File: src/shared/des_pkg.sv
// Constants for the device event and fault status block.
// Assumes a single 100 MHz clock and a remote controller front end
// that turns status queries and commands into one-cycle strobes.
// Behaviour
// - Comparator above, pass, under set bits 0-2
// - Store count reached sets bit 4
// - Bit 5 follows paused state
// - Bit 11 follows output active state
// - Limiter bottom/top set bits 6, 7
// - External output cut sets bit 8
// - External trigger seen sets bit 9
// - Bit 10 follows buffer full
// - Calibration done sets 12, start clears
// - Sequence finished sets 13, start clears
// - Hold-mode step done sets 14, start/resume clears (code sets 14 only with burst mode off)
// - Measure done sets 15, start/readout clears
// - Non-level events cleared: reset, clear-status, query read
// - Mask reset to zero, or written zero
// - Self-test failures set fault bits 0, 1
// - Calibration lost sets 2, power-cycle clears
// - Overload, fan, overheat latch bits 3-5
// - Source malfunction bit 6, params lost 7
// - Calculation error 9, over-range 10
// - Command errors set bits 12-15
// - Faults cleared by reset, clear-status only
// - Summary bit is masked event OR
package des_pkg;

    localparam int DES_W = 16;

    // Device event bit positions
    localparam int EV_ABOVE    = 0;
    localparam int EV_PASS     = 1;
    localparam int EV_UNDER    = 2;
    localparam int EV_STORE    = 4;
    localparam int EV_PAUSED   = 5;
    localparam int EV_LIM_BOT  = 6;
    localparam int EV_LIM_TOP  = 7;
    localparam int EV_EXT_CUT  = 8;
    localparam int EV_EXT_TRIG = 9;
    localparam int EV_FULL     = 10;
    localparam int EV_ACTIVE   = 11;
    localparam int EV_CAL      = 12;
    localparam int EV_SEQ      = 13;
    localparam int EV_STEP     = 14;
    localparam int EV_MEAS     = 15;

    // Fault bit positions
    localparam int FT_POST     = 0;
    localparam int FT_TEST     = 1;
    localparam int FT_CAL_LOST = 2;
    localparam int FT_OVLD     = 3;
    localparam int FT_FAN      = 4;
    localparam int FT_HEAT     = 5;
    localparam int FT_SRC      = 6;
    localparam int FT_PAR_LOST = 7;
    localparam int FT_CALC     = 9;
    localparam int FT_RANGE    = 10;
    localparam int FT_ARG      = 12;
    localparam int FT_EXEC     = 13;
    localparam int FT_FMT      = 14;
    localparam int FT_UNKNOWN  = 15;

    // Bits that exist; others read zero
    localparam logic [15:0] EV_USED    = 16'hfff7;
    localparam logic [15:0] FT_USED    = 16'hf6ff;
    localparam logic [15:0] EV_LEVEL   = 16'h0c20;
    localparam logic [15:0] RESET_WORD = 16'h0000;
    localparam int          SUMMARY_BIT = 3;

    typedef enum logic [1:0] {
        DES_IDLE,
        DES_ACTIVE,
        DES_PAUSED
    } des_out_state_t;

endpackage
File: src/rtl/des_status.sv
// Device event latch, event mask, summary bit and fault latch.
// Assumes all event inputs are one-cycle pulses or levels synchronous
// to ref_clk; command strobes come from the remote command decoder.
`timescale 1ns/1ps
module des_status
    import des_pkg::*;
(
    // Clock and reset
    input  wire logic          ref_clk,
    input  wire logic          rstn,
    // Measurement and comparator events (pulses)
    input  wire logic          compare_above,
    input  wire logic          compare_pass,
    input  wire logic          compare_under,
    input  wire logic          store_count_reached,
    input  wire logic          limiter_bottom,
    input  wire logic          limiter_top,
    input  wire logic          external_output_cut,
    input  wire logic          external_trigger_seen,
    input  wire logic          measure_start,
    input  wire logic          measure_done,
    input  wire logic          measure_readout,
    // Output state (levels)
    input  wire logic          paused_state,
    input  wire logic          output_active,
    input  wire logic          buffer_full_flag,
    // Calibration and sweep (pulses); hold and burst mode are levels
    input  wire logic          calibration_start,
    input  wire logic          calibration_done,
    input  wire logic          sequence_start,
    input  wire logic          sequence_finished,
    input  wire logic          step_start,
    input  wire logic          step_resume,
    input  wire logic          step_finished,
    input  wire logic          hold_trigger_mode,
    input  wire logic          burst_mode,
    // Fault events (pulses)
    input  wire logic          post_fail,
    input  wire logic          test_fail,
    input  wire logic          flash_fail,
    input  wire logic          cal_data_lost,
    input  wire logic          overload,
    input  wire logic          fan_stop,
    input  wire logic          overheat,
    input  wire logic          source_fault,
    input  wire logic          param_lost,
    input  wire logic          calc_error,
    input  wire logic          over_range,
    input  wire logic          cmd_arg_error,
    input  wire logic          cmd_exec_error,
    input  wire logic          cmd_format_error,
    input  wire logic          cmd_unknown,
    // Remote command strobes
    input  wire logic          clear_status,
    input  wire logic          device_event_status_rd,
    input  wire logic          fault_rd,
    input  wire logic          mask_wr,
    input  wire logic [15:0]   mask_wdata,
    // Readback
    output logic      [15:0]   device_event_status,
    output logic      [15:0]   fault_status,
    output logic      [15:0]   device_event_mask,
    output logic               device_summary_bit,
    output des_out_state_t     out_state
);

    logic [15:0]    ev_set;
    logic [15:0]    ev_clr;
    logic [15:0]    ev_bits;
    logic [15:0]    ft_set;
    logic [15:0]    ft_bits;
    logic [15:0]    next_mask;
    logic [15:0]    next_ev_rd;
    logic [15:0]    next_ft_rd;
    logic           hold_step;
    des_out_state_t next_state;

    assign hold_step = hold_trigger_mode && !burst_mode;

    always_comb begin
        ev_set = '0;
        ev_clr = '0;
        ev_set[EV_ABOVE] = compare_above;
        ev_set[EV_PASS]  = compare_pass;
        ev_set[EV_UNDER] = compare_under;
        ev_set[EV_STORE] = store_count_reached;
        ev_set[EV_PAUSED] = paused_state;
        ev_clr[EV_PAUSED] = !paused_state;
        ev_set[EV_ACTIVE] = output_active;
        ev_clr[EV_ACTIVE] = !output_active;
        ev_set[EV_LIM_BOT] = limiter_bottom;
        ev_set[EV_LIM_TOP] = limiter_top;
        ev_set[EV_EXT_CUT] = external_output_cut;
        ev_set[EV_EXT_TRIG] = external_trigger_seen;
        ev_set[EV_FULL] = buffer_full_flag;
        ev_clr[EV_FULL] = !buffer_full_flag;
        ev_set[EV_CAL] = calibration_done;
        ev_clr[EV_CAL] = calibration_start;
        ev_set[EV_SEQ] = sequence_finished;
        ev_clr[EV_SEQ] = sequence_start;
        ev_set[EV_STEP] = step_finished && hold_step;
        ev_clr[EV_STEP] = step_start || step_resume;
        ev_set[EV_MEAS] = measure_done;
        ev_clr[EV_MEAS] = measure_start || measure_readout;
        // Clear-status and read both clear only non-level bits; level
        // bits stay set while their condition holds and drop when it ends
        if (clear_status || device_event_status_rd) begin
            ev_clr = ev_clr | ~EV_LEVEL;
        end
    end

    // Event latch; level bits track their inputs
    des_sticky #(
        .W    (DES_W),
        .USED (EV_USED)
    ) u_events (
        .ref_clk  (ref_clk),
        .rstn     (rstn),
        .set_bits (ev_set),
        .clr_bits (ev_clr),
        .bits     (ev_bits)
    );

    always_comb begin
        ft_set = '0;
        ft_set[FT_POST] = post_fail;
        ft_set[FT_TEST] = test_fail || flash_fail;
        ft_set[FT_CAL_LOST] = cal_data_lost;
        ft_set[FT_OVLD] = overload;
        ft_set[FT_FAN]  = fan_stop;
        ft_set[FT_HEAT] = overheat;
        ft_set[FT_SRC]      = source_fault;
        ft_set[FT_PAR_LOST] = param_lost;
        ft_set[FT_CALC]  = calc_error;
        ft_set[FT_RANGE] = over_range;
        ft_set[FT_ARG]     = cmd_arg_error;
        ft_set[FT_EXEC]    = cmd_exec_error;
        ft_set[FT_FMT]     = cmd_format_error;
        ft_set[FT_UNKNOWN] = cmd_unknown;
    end

    des_sticky #(
        .W    (DES_W),
        .USED (FT_USED)
    ) u_faults (
        .ref_clk  (ref_clk),
        .rstn     (rstn),
        .set_bits (ft_set),
        .clr_bits ({DES_W{clear_status}}),
        .bits     (ft_bits)
    );

    always_comb begin
        next_mask = device_event_mask;
        if (mask_wr) begin
            next_mask = mask_wdata;
        end
        // Snapshot on query so the value read is the pre-clear one
        next_ev_rd = device_event_status;
        if (device_event_status_rd) begin
            next_ev_rd = ev_bits & EV_USED;
        end
        next_ft_rd = fault_status;
        if (fault_rd) begin
            next_ft_rd = ft_bits & FT_USED;
        end
        next_state = DES_IDLE;
        if (output_active) begin
            next_state = DES_ACTIVE;
        end else if (paused_state) begin
            next_state = DES_PAUSED;
        end
    end

    always_ff @(posedge ref_clk) begin
        if (!rstn) begin
            device_event_mask   <= RESET_WORD;
            device_event_status <= RESET_WORD;
            fault_status        <= RESET_WORD;
            device_summary_bit  <= 1'b0;
            out_state           <= DES_IDLE;
        end else begin
            device_event_mask   <= next_mask;
            device_event_status <= next_ev_rd;
            fault_status        <= next_ft_rd;
            device_summary_bit  <= |(ev_bits & device_event_mask);
            out_state           <= next_state;
        end
    end

endmodule

File: src/rtl/des_sticky.sv
// Generic bank of sticky bits with per-bit set and clear.
// Assumes set and clear strobes synchronous to ref_clk.
`timescale 1ns/1ps
module des_sticky
    import des_pkg::*;
#(
    parameter int          W    = 16,
    parameter logic [15:0] USED = 16'hffff
) (
    // Clock and reset
    input  wire logic         ref_clk,
    input  wire logic         rstn,
    // Per-bit controls
    input  wire logic [W-1:0] set_bits,
    input  wire logic [W-1:0] clr_bits,
    // Stored value
    output logic      [W-1:0] bits
);

    logic [W-1:0] next_bits;

    genvar i;
    generate
        for (i = 0; i < W; i++) begin : g_bit
            always_comb begin
                // Set wins over clear so no event is lost
                if (!USED[i]) begin
                    next_bits[i] = 1'b0;
                end else if (set_bits[i]) begin
                    next_bits[i] = 1'b1;
                end else if (clr_bits[i]) begin
                    next_bits[i] = 1'b0;
                end else begin
                    next_bits[i] = bits[i];
                end
            end
        end
    endgenerate

    always_ff @(posedge ref_clk) begin
        if (!rstn) begin
            bits <= '0;
        end else begin
            bits <= next_bits;
        end
    end

endmodule

File: config.mk
export PLATFORM = sky130hd
export DESIGN_NAME = des_status
export DESIGN_NICKNAME = d
export VERILOG_FILES = /design/src/shared/des_pkg.sv /design/src/rtl/des_status.sv /design/src/rtl/des_sticky.sv
export SDC_FILE = /design/constraint.sdc
export NUM_CORES = 1
export LEC_CHECK = 0
export ABC_CLOCK_PERIOD_IN_PS = 2050
export BUFFER_PORTS_ARGS = -buffer_cell sky130_fd_sc_hd__buf_2
export CORE_MARGIN = 3
export CORE_UTILIZATION = 30
export CTS_CLUSTER_SIZE = 16
export DETAILED_ROUTE_END_ITERATION = 6
export MAX_ROUTING_LAYER = met4
export PLACE_DENSITY_LB_ADDON = 0.12
export SLEW_MARGIN = 15
export SYNTH_ARGS = -nofsm -noshare
export SYNTH_HDL_FRONTEND = slang
export SYNTH_SLANG_ARGS = --single-unit
File: constraint.sdc
create_clock -name ref_clk -period 2.05 [get_ports ref_clk]
set_input_delay 0.3075 -clock ref_clk [delete_from_list [all_inputs] [get_ports ref_clk]]
set_output_delay 0.3075 -clock ref_clk [all_outputs]
set_load 0.03 [all_outputs]
==> impl_metrics.ini, run 1 <==
[status]
status = completed

[min_path]
holdPathEnd = out_state[1]$_SDFF_PP0_
worstHoldPathCells = 2
hp-start = output_active
hp-class = primary input to flop

[cts]
cts_buffers = 9
clock_path_buffers = 2
cts_tree = built
clkTransAtPathRegs_ns = 0.09
clock_latency_ns = 0.34
cts_hold_buffers = 0
cts_root_buffer = clkbuf_8
cts.sink_count = 76
ctsHtreeMaxLevel = 3
post-cts-setup-buffer-count = 0
cts_resized = 0

[synthesis]
synth_xor_area_share_pct = 0
seq_area_frac_synth_pct = 52.94
synth.distinct_cells = 23
syn-cell-area_um2 = 2874
synth_compound_area_share_pct = 8.272
ys.warnings.count = 0
muxShareOfSynthArea_pct = 15.67
syn_inst = 256
synth_adder_area_share_pct = 0
avgSynthCellArea_um2 = 11.23
synth_top_family_by_area = simple AND/OR/NAND/NOR gates
ys_ff_latch = 76
synth-simple-area-share_pct = 18.20

[floorplanning]
die_h_um = 103.9
num_rows = 35
start_util_pct = 30.96
core_um2 = 9284
chipWidth_um = 103.9
die-area_um2 = 10790
ios = 111

[placed_design]
dpl.hpwl_mm = 4.890
place_congestion = 0.7129
preCtsSetupSlack_ns = 0.6684
port_buffers = 107

[power]
p_per_area_nw_per_um2 = 870.1
vdd_drop_max_mv = 0.2773
cellLeakagePower_nw = 1.708

[global_routing]
overflow = 0
grt_pass1_wl_mm = 11.27
grt_antenna_before_repair = 0
grt_max_degree = 56
gr-usage-all-layers_pct = 13.85
grt_pass1_vias = 2163

[final_layout]
drive_gt1_share_pct = 34.71
antenna_cells = 0
layout.nets = 418
area_growth_pct = 27.34

[sta]
fin_ws_ns = 0.7850
max_freq_ghz = 0.7905
worst_pin_slew_ns = 0.6174
fin_crit_sh_pct = 61.71
maxSlewViolCount = 0
finalSetupViolations = 0
hold_slack_ns = 0.1222
setup_tns_ns = 0
grt_setup_unrepaired = no
maxSlewHeadroom_pct = 58.84
finalHoldViolations = 0
period_needed_ns = 1.265
fin_skew_ns = 0.01235

[critical_path]
r2r_start = device_event_mask[13]$_SDFFE_PN0P_
critPathTopFamily = flip-flops
cp_cell_sequence = buf_2
crit_type = flop to output pin
cpPeakStageDelay_ns = 0.39
regToRegSetupSlack_ns = 0.85
worst_setup_path_start_kind = flop
cp.required_ns = 1.74
cp-end-kind = output pin
crit_buf_inv = 1
reg2reg_to = device_summary_bit$_SDFF_PN0_
crit_arrival_ns = 0.96
cp_slowest_cell = dfxtp_1
cp_max_fo = 3
worst-r2r-cell-count = 3

[route]
wl_per_cell_um = 14.30
drc = 0
first_pass_iters = 4
antenna_left = 0
wl_mm = 7.036
first_iter_violations = 57
vias_per_cell = 4.232
vias = 2082

[run]
drv_cap = 0
## cells by family after synthesis
group,after synthesis
other cells,1
flops,76
mux,45
simple gates,81
compound gates,34
buf+inv,19
## routing by layer
metal / up-vias / share of wire [%] / wire [µm] / track usage [%]
met5: - / 0 / 0 / -
met2: 61 / 46 / 3245 / 20.89
met3: 9 / 4.9 / 344 / 3.786
met4: 0 / 1.8 / 129 / 5.698
li1: 1061 / - / - / -
met1: 951 / 47 / 3317 / 17.57
## cells in the mapped netlist, drive strengths merged
| cell type | instances | area, µm² |
|---|---|---|
| a21boi | 1 | 7.510 |
| dfxtp | 76 | 1521 |
| nand3b | 1 | 7.510 |
| nand4 | 1 | 6.260 |
| o31a | 1 | 8.760 |
| a31oi | 1 | 6.260 |
| a222oi | 1 | 10.01 |
| mux2i | 45 | 450.4 |
| a21oi | 8 | 40.04 |
| nor2 | 3 | 18.77 |
| o21a | 16 | 120.1 |
| buf | 14 | 118.9 |
| clkbuf | 5 | 18.77 |
| and2 | 3 | 18.77 |
| nor2b | 69 | 431.7 |
| conb | 1 | 3.750 |
| nor4b | 2 | 30.03 |
| a22oi | 6 | 45.04 |
| nand3 | 2 | 10.01 |
## stage by stage
stage / std cells / utilization [%] / instance area, µm² / total power (W)
6_report: 492 / 39.42 / 3660 / 0.003184
5_1_grt: 492 / 39.42 / 3660 / 0.003354
2_1_floorplan: 258 / - / 2882 / 0.001919
4_1_cts: 492 / 39.42 / 3660 / 0.003232
3_3_place_gp: 476 / 37.28 / 3461 / 0.002052
3_5_place_dp: 476 / 37.28 / 3461 / 0.002057
## area by class of cell
class	count	area [µm²]
Timing Repair Buffer	108	555.5
Fill cell	972	5624
Clock inverter	5	57.56
Clock buffer	11	141.4
Multi-Input combinational cell	163	1222
Sequential cell	76	1521
Tap cell	129	161.4
## registers in the layout (all words and copies together) (netlist names)
| name | cells |
|---|---|
| out_state | 1 |
| device_event_status | 15 |
| device_event_mask | 16 |
| fault_status | 14 |
| device_summary_bit | 1 |
| u_events.bits | 15 |
| u_faults.bits | 14 |
## cells in the final DEF, fill, tap and decap left out, types with 3 or more instances in the layout
cell type,synthesis,routed
buf_2,4,107
dfxtp_1,76,76
nor2b_1,69,69
mux2i_1,45,45
o21a_1,16,16
clkbuf_8,0,10
a21oi_1,8,8
a22oi_1,6,6
and2_1,3,3
conb_1,1,3
## how the worst max path moves through the flow
| stage | start | endpoint | slack, ns | depth (start not counted) |
|---|---|---|---|---|
| after floorplan | device_event_mask[13]$_SDFFE_PN0P_ | device_summary_bit$_SDFF_PN0_ | 0.93 | 3 |
| after global placement | device_event_status_rd | u_events.bits[15]$_SDFFE_PN0P_ | 0.67 | 4 |
| after detailed placement | device_event_status_rd | u_events.bits[15]$_SDFFE_PN0P_ | 0.67 | 4 |
| after CTS | device_event_mask[2]$_SDFFE_PN0P_ | device_event_mask[2] | 0.75 | 1 |
| after global routing | device_event_mask[14]$_SDFFE_PN0P_ | device_event_mask[14] | 0.72 | 1 |
| final | device_event_mask[2]$_SDFFE_PN0P_ | device_event_mask[2] | 0.78 | 1 |
## where the power goes
part,switching (W),internal [W]
clock network,0.000569,0.000601
logic,0.000236,0.000173
registers,0.0000474,0.00156
Note: power is estimated with default switching activity, not from simulation.
==> run 2: changes to the inputs <==
ABC_CLOCK_PERIOD_IN_PS = 1200   (was 2050)
clock period = 1.2 ns   (was 2.05 ns; I/O delays follow)
==> run 2 against run 1 <==
Against the previous run:
- worst hold slack got worse by 0.081 ns
- die area did not move
- worst setup slack got worse by 0.69 ns
- critical path depth did not move
- clock skew fell by 0.0025 ns
- critical path type unchanged
- critical endpoint is now out_state[0]
==> impl_metrics.ini, run 2 (synthesis results as in run 1) <==
[cts]
cts.sink_count = 76
clkTransAtPathRegs_ns = 0.08
cts_root_buffer = clkbuf_8
clock_latency_ns = 0.34
clock_path_buffers = 2
cts_tree = built
post-cts-setup-buffer-count = 0
ctsHtreeMaxLevel = 3
cts_buffers = 9

[critical_path]
cp_cell_sequence = buf_2
worst_setup_path_start_kind = flop
cp.required_ns = 1.02
cp_max_fo = 3
critPathTopFamily = flip-flops
cp-end-kind = output pin
crit_type = flop to output pin
cp_slowest_cell = dfxtp_1
crit_arrival_ns = 0.93
cpPeakStageDelay_ns = 0.37
crit_buf_inv = 1

[global_routing]
grt_pass1_wl_mm = 11.29
use_met1_pct = 17.08
use_met2_pct = 20.75
grt_pass1_vias = 2177
grt_antenna_before_repair = 0
overflow = 0
gr-usage-all-layers_pct = 13.51
busiest_layer = met2
grt_max_degree = 30
met3_usage_pct = 2.607

[final_layout]
antenna_cells = 0
area_growth_pct = 33.61
final_cell_mix = buf_2 (107), dfxtp_1 (74), nor2b_1 (69)
reg_top3 = device_event_mask: 16 flops, device_event_status: 15 flops, u_events.bits: 15 flops
layout.nets = 425
utilization_pct = 41.36
top_register = device_event_mask
final_common_cell = buf_2
drive_gt1_share_pct = 36.31
fillers = 978
fin_cells = 498
largest_reg_flops = 16

[sta]
max_freq_ghz = 0.9030
maxSlewViolCount = 0
fin_crit_sh_pct = 92.28
period_needed_ns = 1.107
grt_setup_unrepaired = yes
finalHoldViolations = 0
finalSetupViolations = 0
fin_skew_ns = 0.009847

[placed_design]
place_inst = 482
place_congestion = 0.7034
port_buffers = 107
dpl.hpwl_mm = 5.173

[floorplanning]
die_h_um = 103.9
core_um2 = 9284
die-area_um2 = 10790
num_rows = 35
ios = 111
start_util_pct = 30.96
chipWidth_um = 103.9

[min_path]
hp-class = primary input to flop

[status]
status = completed

[power]
p_per_area_nw_per_um2 = 1584
vdd_drop_max_mv = 0.6318
cellLeakagePower_nw = 1.791

[route]
first_pass_iters = 4
antenna_left = 0
vias = 2136
wl_mm = 6.985
drc = 0
wl_per_cell_um = 14.03
vias_per_cell = 4.289
first_iter_violations = 27

[run]
drv_cap = 0
run 2: per-stage QoR:
step	power (W)	TNS (ns)	cell area (µm²)	setup slack, ns	hold WS [ns]
after floorplan	0.003279	0	2882	0.07966	0.2516
after global placement	0.003543	0	3556	0.1622	0.3708
after detailed placement	0.003551	0	3556	0.09772	0.3554
after CTS	0.006198	0	3837	0.06815	0.02358
after global routing	0.006360	-0.01001	3840	-0.01001	0.03545
final	0.006084	0	3840	0.09260	0.04107
run 2: layout make-up:
class                      count  area [µm²]  share of cell area, %
tap                          129       161.4                  4.203
multi-input combinational    163        1222                  31.83
timing repair buffer         115       660.6                  17.20
sequential                    76        1524                  39.69
clock inverter                 4       120.1                  3.128
clock buffer                  11       151.4                  3.943
run 2: path summary, 6_finish.rpt:
check,startpoint,to,slack [ns],cells after the start
setup / recovery,u_events.bits[11]$_SDFF_PN0_,out_state[0],0.09,1
hold / removal,buffer_full_flag,u_events.bits[10]$_SDFF_PN0_,0.04,2
setup reg to reg,device_event_mask[13]$_SDFFE_PN0P_,device_summary_bit$_SDFF_PN0_,0.11,3
hold reg to reg,u_faults.bits[1]$_SDFFE_PN0P_,fault_status[1]$_SDFFE_PN0P_,0.51,2
run 2: what timing repair did:
item	4_1_cts	5_1_grt
endpoints found under the hold margin	1	0
hold buffers	1	0
endpoints found under the setup margin	0	1
resized for setup	0	2
run 2: where the power goes:
group / leakage, nW / switching (W) / internal [W] / total [W]
combinational: 1.03 / 0.000410 / 0.000328 / 0.000738
clock: 0.136 / 0.000906 / 0.00170 / 0.00260
sequential: 0.628 / 0.0000822 / 0.00266 / 0.00274
run 2: per-layer routing:
| layer | part of all wire, % | vias to the layer above |
|---|---|---|
| li1 | - | 1076 |
| met1 | 47 | 983 |
| met2 | 46 | 63 |
| met3 | 4.1 | 14 |
| met4 | 2.8 | 0 |
| met5 | 0 | - |
==> run 3: changes to the inputs <==
==> constraint.sdc (replaced) <==
create_clock -name ref_clk -period 1.2 [get_ports ref_clk]
set_input_delay 0.12 -clock ref_clk [delete_from_list [all_inputs] [get_ports ref_clk]]
set_output_delay 0.12 -clock ref_clk [all_outputs]
set_load 0.03 [all_outputs]
==> run 3 against run 2 <==
Against the previous run:
- sequential share of layout area fell by 2.1 points
- total power decreased by 2.4%
- largest cell class unchanged
- clock skew fell by 0.0031 ns
- final area increased by 5.4%
- first-iteration DRC count grew to 2.6 times the previous value
- cell count rose by 5.6%
==> impl_metrics.ini, run 3 (synthesis results as in run 1) <==
[global_routing]
grt_pass1_vias = 2241
grt_pass1_wl_mm = 11.74
gr-usage-all-layers_pct = 14.12
grt_max_degree = 35
grt_antenna_before_repair = 1
overflow = 0

[cts]
ctsHtreeMaxLevel = 3
clkTransAtPathRegs_ns = 0.08
clock_path_buffers = 2
clock_latency_ns = 0.34
cts_buffers = 9
cts_root_buffer = clkbuf_8
cts_tree = built
cts.sink_count = 76
cts_resized = 0

[power]
cellLeakagePower_nw = 1.882
vdd_drop_max_mv = 0.6339
p_per_area_nw_per_um2 = 1467
fin_total_pwr_w = 0.005938

[final_layout]
utilization_pct = 43.61
layout.nets = 451
largest_reg_flops = 16
regArea_um2 = 1521
top_register = device_event_mask
drive_gt1_share_pct = 33.84
final_common_cell = buf_2
fillers = 968
reg_top3 = device_event_mask: 16 flops, device_event_status: 15 flops, u_events.bits: 15 flops
multiInputGateArea_um2 = 1222
final_cell_mix = buf_2 (107), dfxtp_1 (76), nor2b_1 (69)
area_growth_pct = 40.88

[critical_path]
crit_buf_inv = 0
crit_arrival_ns = 1.33
regToRegSetupSlack_ns = 0.11
cp-end-kind = flop
worst_setup_path_start_kind = flop
cpPeakStageDelay_ns = 0.38
cp.required_ns = 1.44
cp_max_fo = 3
cp_slowest_cell = a222oi_1
critPathTopFamily = compound AO/OA/AOI/OAI gates
crit_type = flop to flop
cp_cell_sequence = a222oi_1 > nand3_1 > o21a_1

[route]
first_pass_iters = 4
antenna_left = 0
vias_per_cell = 4.213
wl_per_cell_um = 13.55
wl_mm = 7.129
vias = 2216
first_iter_violations = 69
drc = 0

[sta]
fin_ws_ns = 0.1105
fin_crit_sh_pct = 90.79
maxSlewViolCount = 0
fin_skew_ns = 0.006738
setup_tns_ns = 0
grt_setup_unrepaired = no
period_needed_ns = 1.089
finalSetupViolations = 0
max_freq_ghz = 0.9179
finalHoldViolations = 0

[placed_design]
port_buffers = 107
preCtsSetupSlack_ns = 0.09206
dpl.hpwl_mm = 5.074
place_congestion = 0.7137

[floorplanning]
die_h_um = 103.9
start_util_pct = 30.96
die-area_um2 = 10790
ios = 111
num_rows = 35
chipWidth_um = 103.9
core_um2 = 9284

[min_path]
hp-class = primary input to flop

[run]
drv_cap = 0

[status]
status = completed
[run 3: cell count changes in the layout (fill, tap and decap cells not counted), sizes merged]
| cell | delta |
|---|---|
| clkbuf | +1 |
| dlygate4sd3 | +24 |
| bufinv | -1 |
| buf | +2 |
| clkinv | +1 |
| diode | +1 |
[run 3: final cells by class]
class / instances / area share (%)
clock buffers: 12 / 3.832
well taps: 129 / 3.986
clock inverters: 4 / 2.349
multi-input cells: 163 / 30.19
flip-flops and latches: 76 / 37.58
repair buffers: 141 / 22.00
diodes: 1 / 0.06180
[run 3: stage by stage]
step           instances  instance area, µm²  hold slack [ns]
6_report             526                4049          0.01817
5_1_grt              526                4049         0.005740
4_1_cts              525                4046         0.003427
3_5_place_dp         484                3546           0.3059
3_3_place_gp         484                3546           0.3096
2_1_floorplan        258                2882           0.1916
[run 3: worst paths after layout]
path / startpoint / to / depth (start not counted)
worst min register to register: u_events.bits[14]$_SDFFE_PN0P_ / u_events.bits[14]$_SDFFE_PN0P_ / 2
worst min-delay path: external_trigger_seen / u_events.bits[9]$_SDFFE_PN0P_ / 3
worst max-delay path: device_event_mask[13]$_SDFFE_PN0P_ / device_summary_bit$_SDFF_PN0_ / 3
worst max register to register: device_event_mask[13]$_SDFFE_PN0P_ / device_summary_bit$_SDFF_PN0_ / 3
[run 3: worst reg2reg max path, cell delays in order, from the launching register on]
cell and delay [ns]:
dfxtp_1 0.32, a222oi_1 0.38, nand3_1 0.11, o21a_1 0.18
[run 3: repair_timing]
action                                  CTS  global route
buffers inserted                          0             0
hold endpoints to repair                 25             0
hold buffers                             25             0
endpoints found under the setup margin    0             0
[run 3: power breakdown]
group	total (W)	switching [W]	internal, W	leakage (nW)
sequential	0.00274	0.0000784	0.00266	0.628
clock	0.00240	0.000910	0.00149	0.127
combinational	0.000794	0.000420	0.000374	1.13
[run 3: layer usage]
layer / share of wire (%) / vias up / global-route usage (%)
met4: 1.4 / 0 / 5.698
li1: - / 1131 / -
met2: 46 / 59 / 21.36
met1: 47 / 1015 / 18.17
met3: 5.0 / 11 / 3.476
met5: 0 / - / -
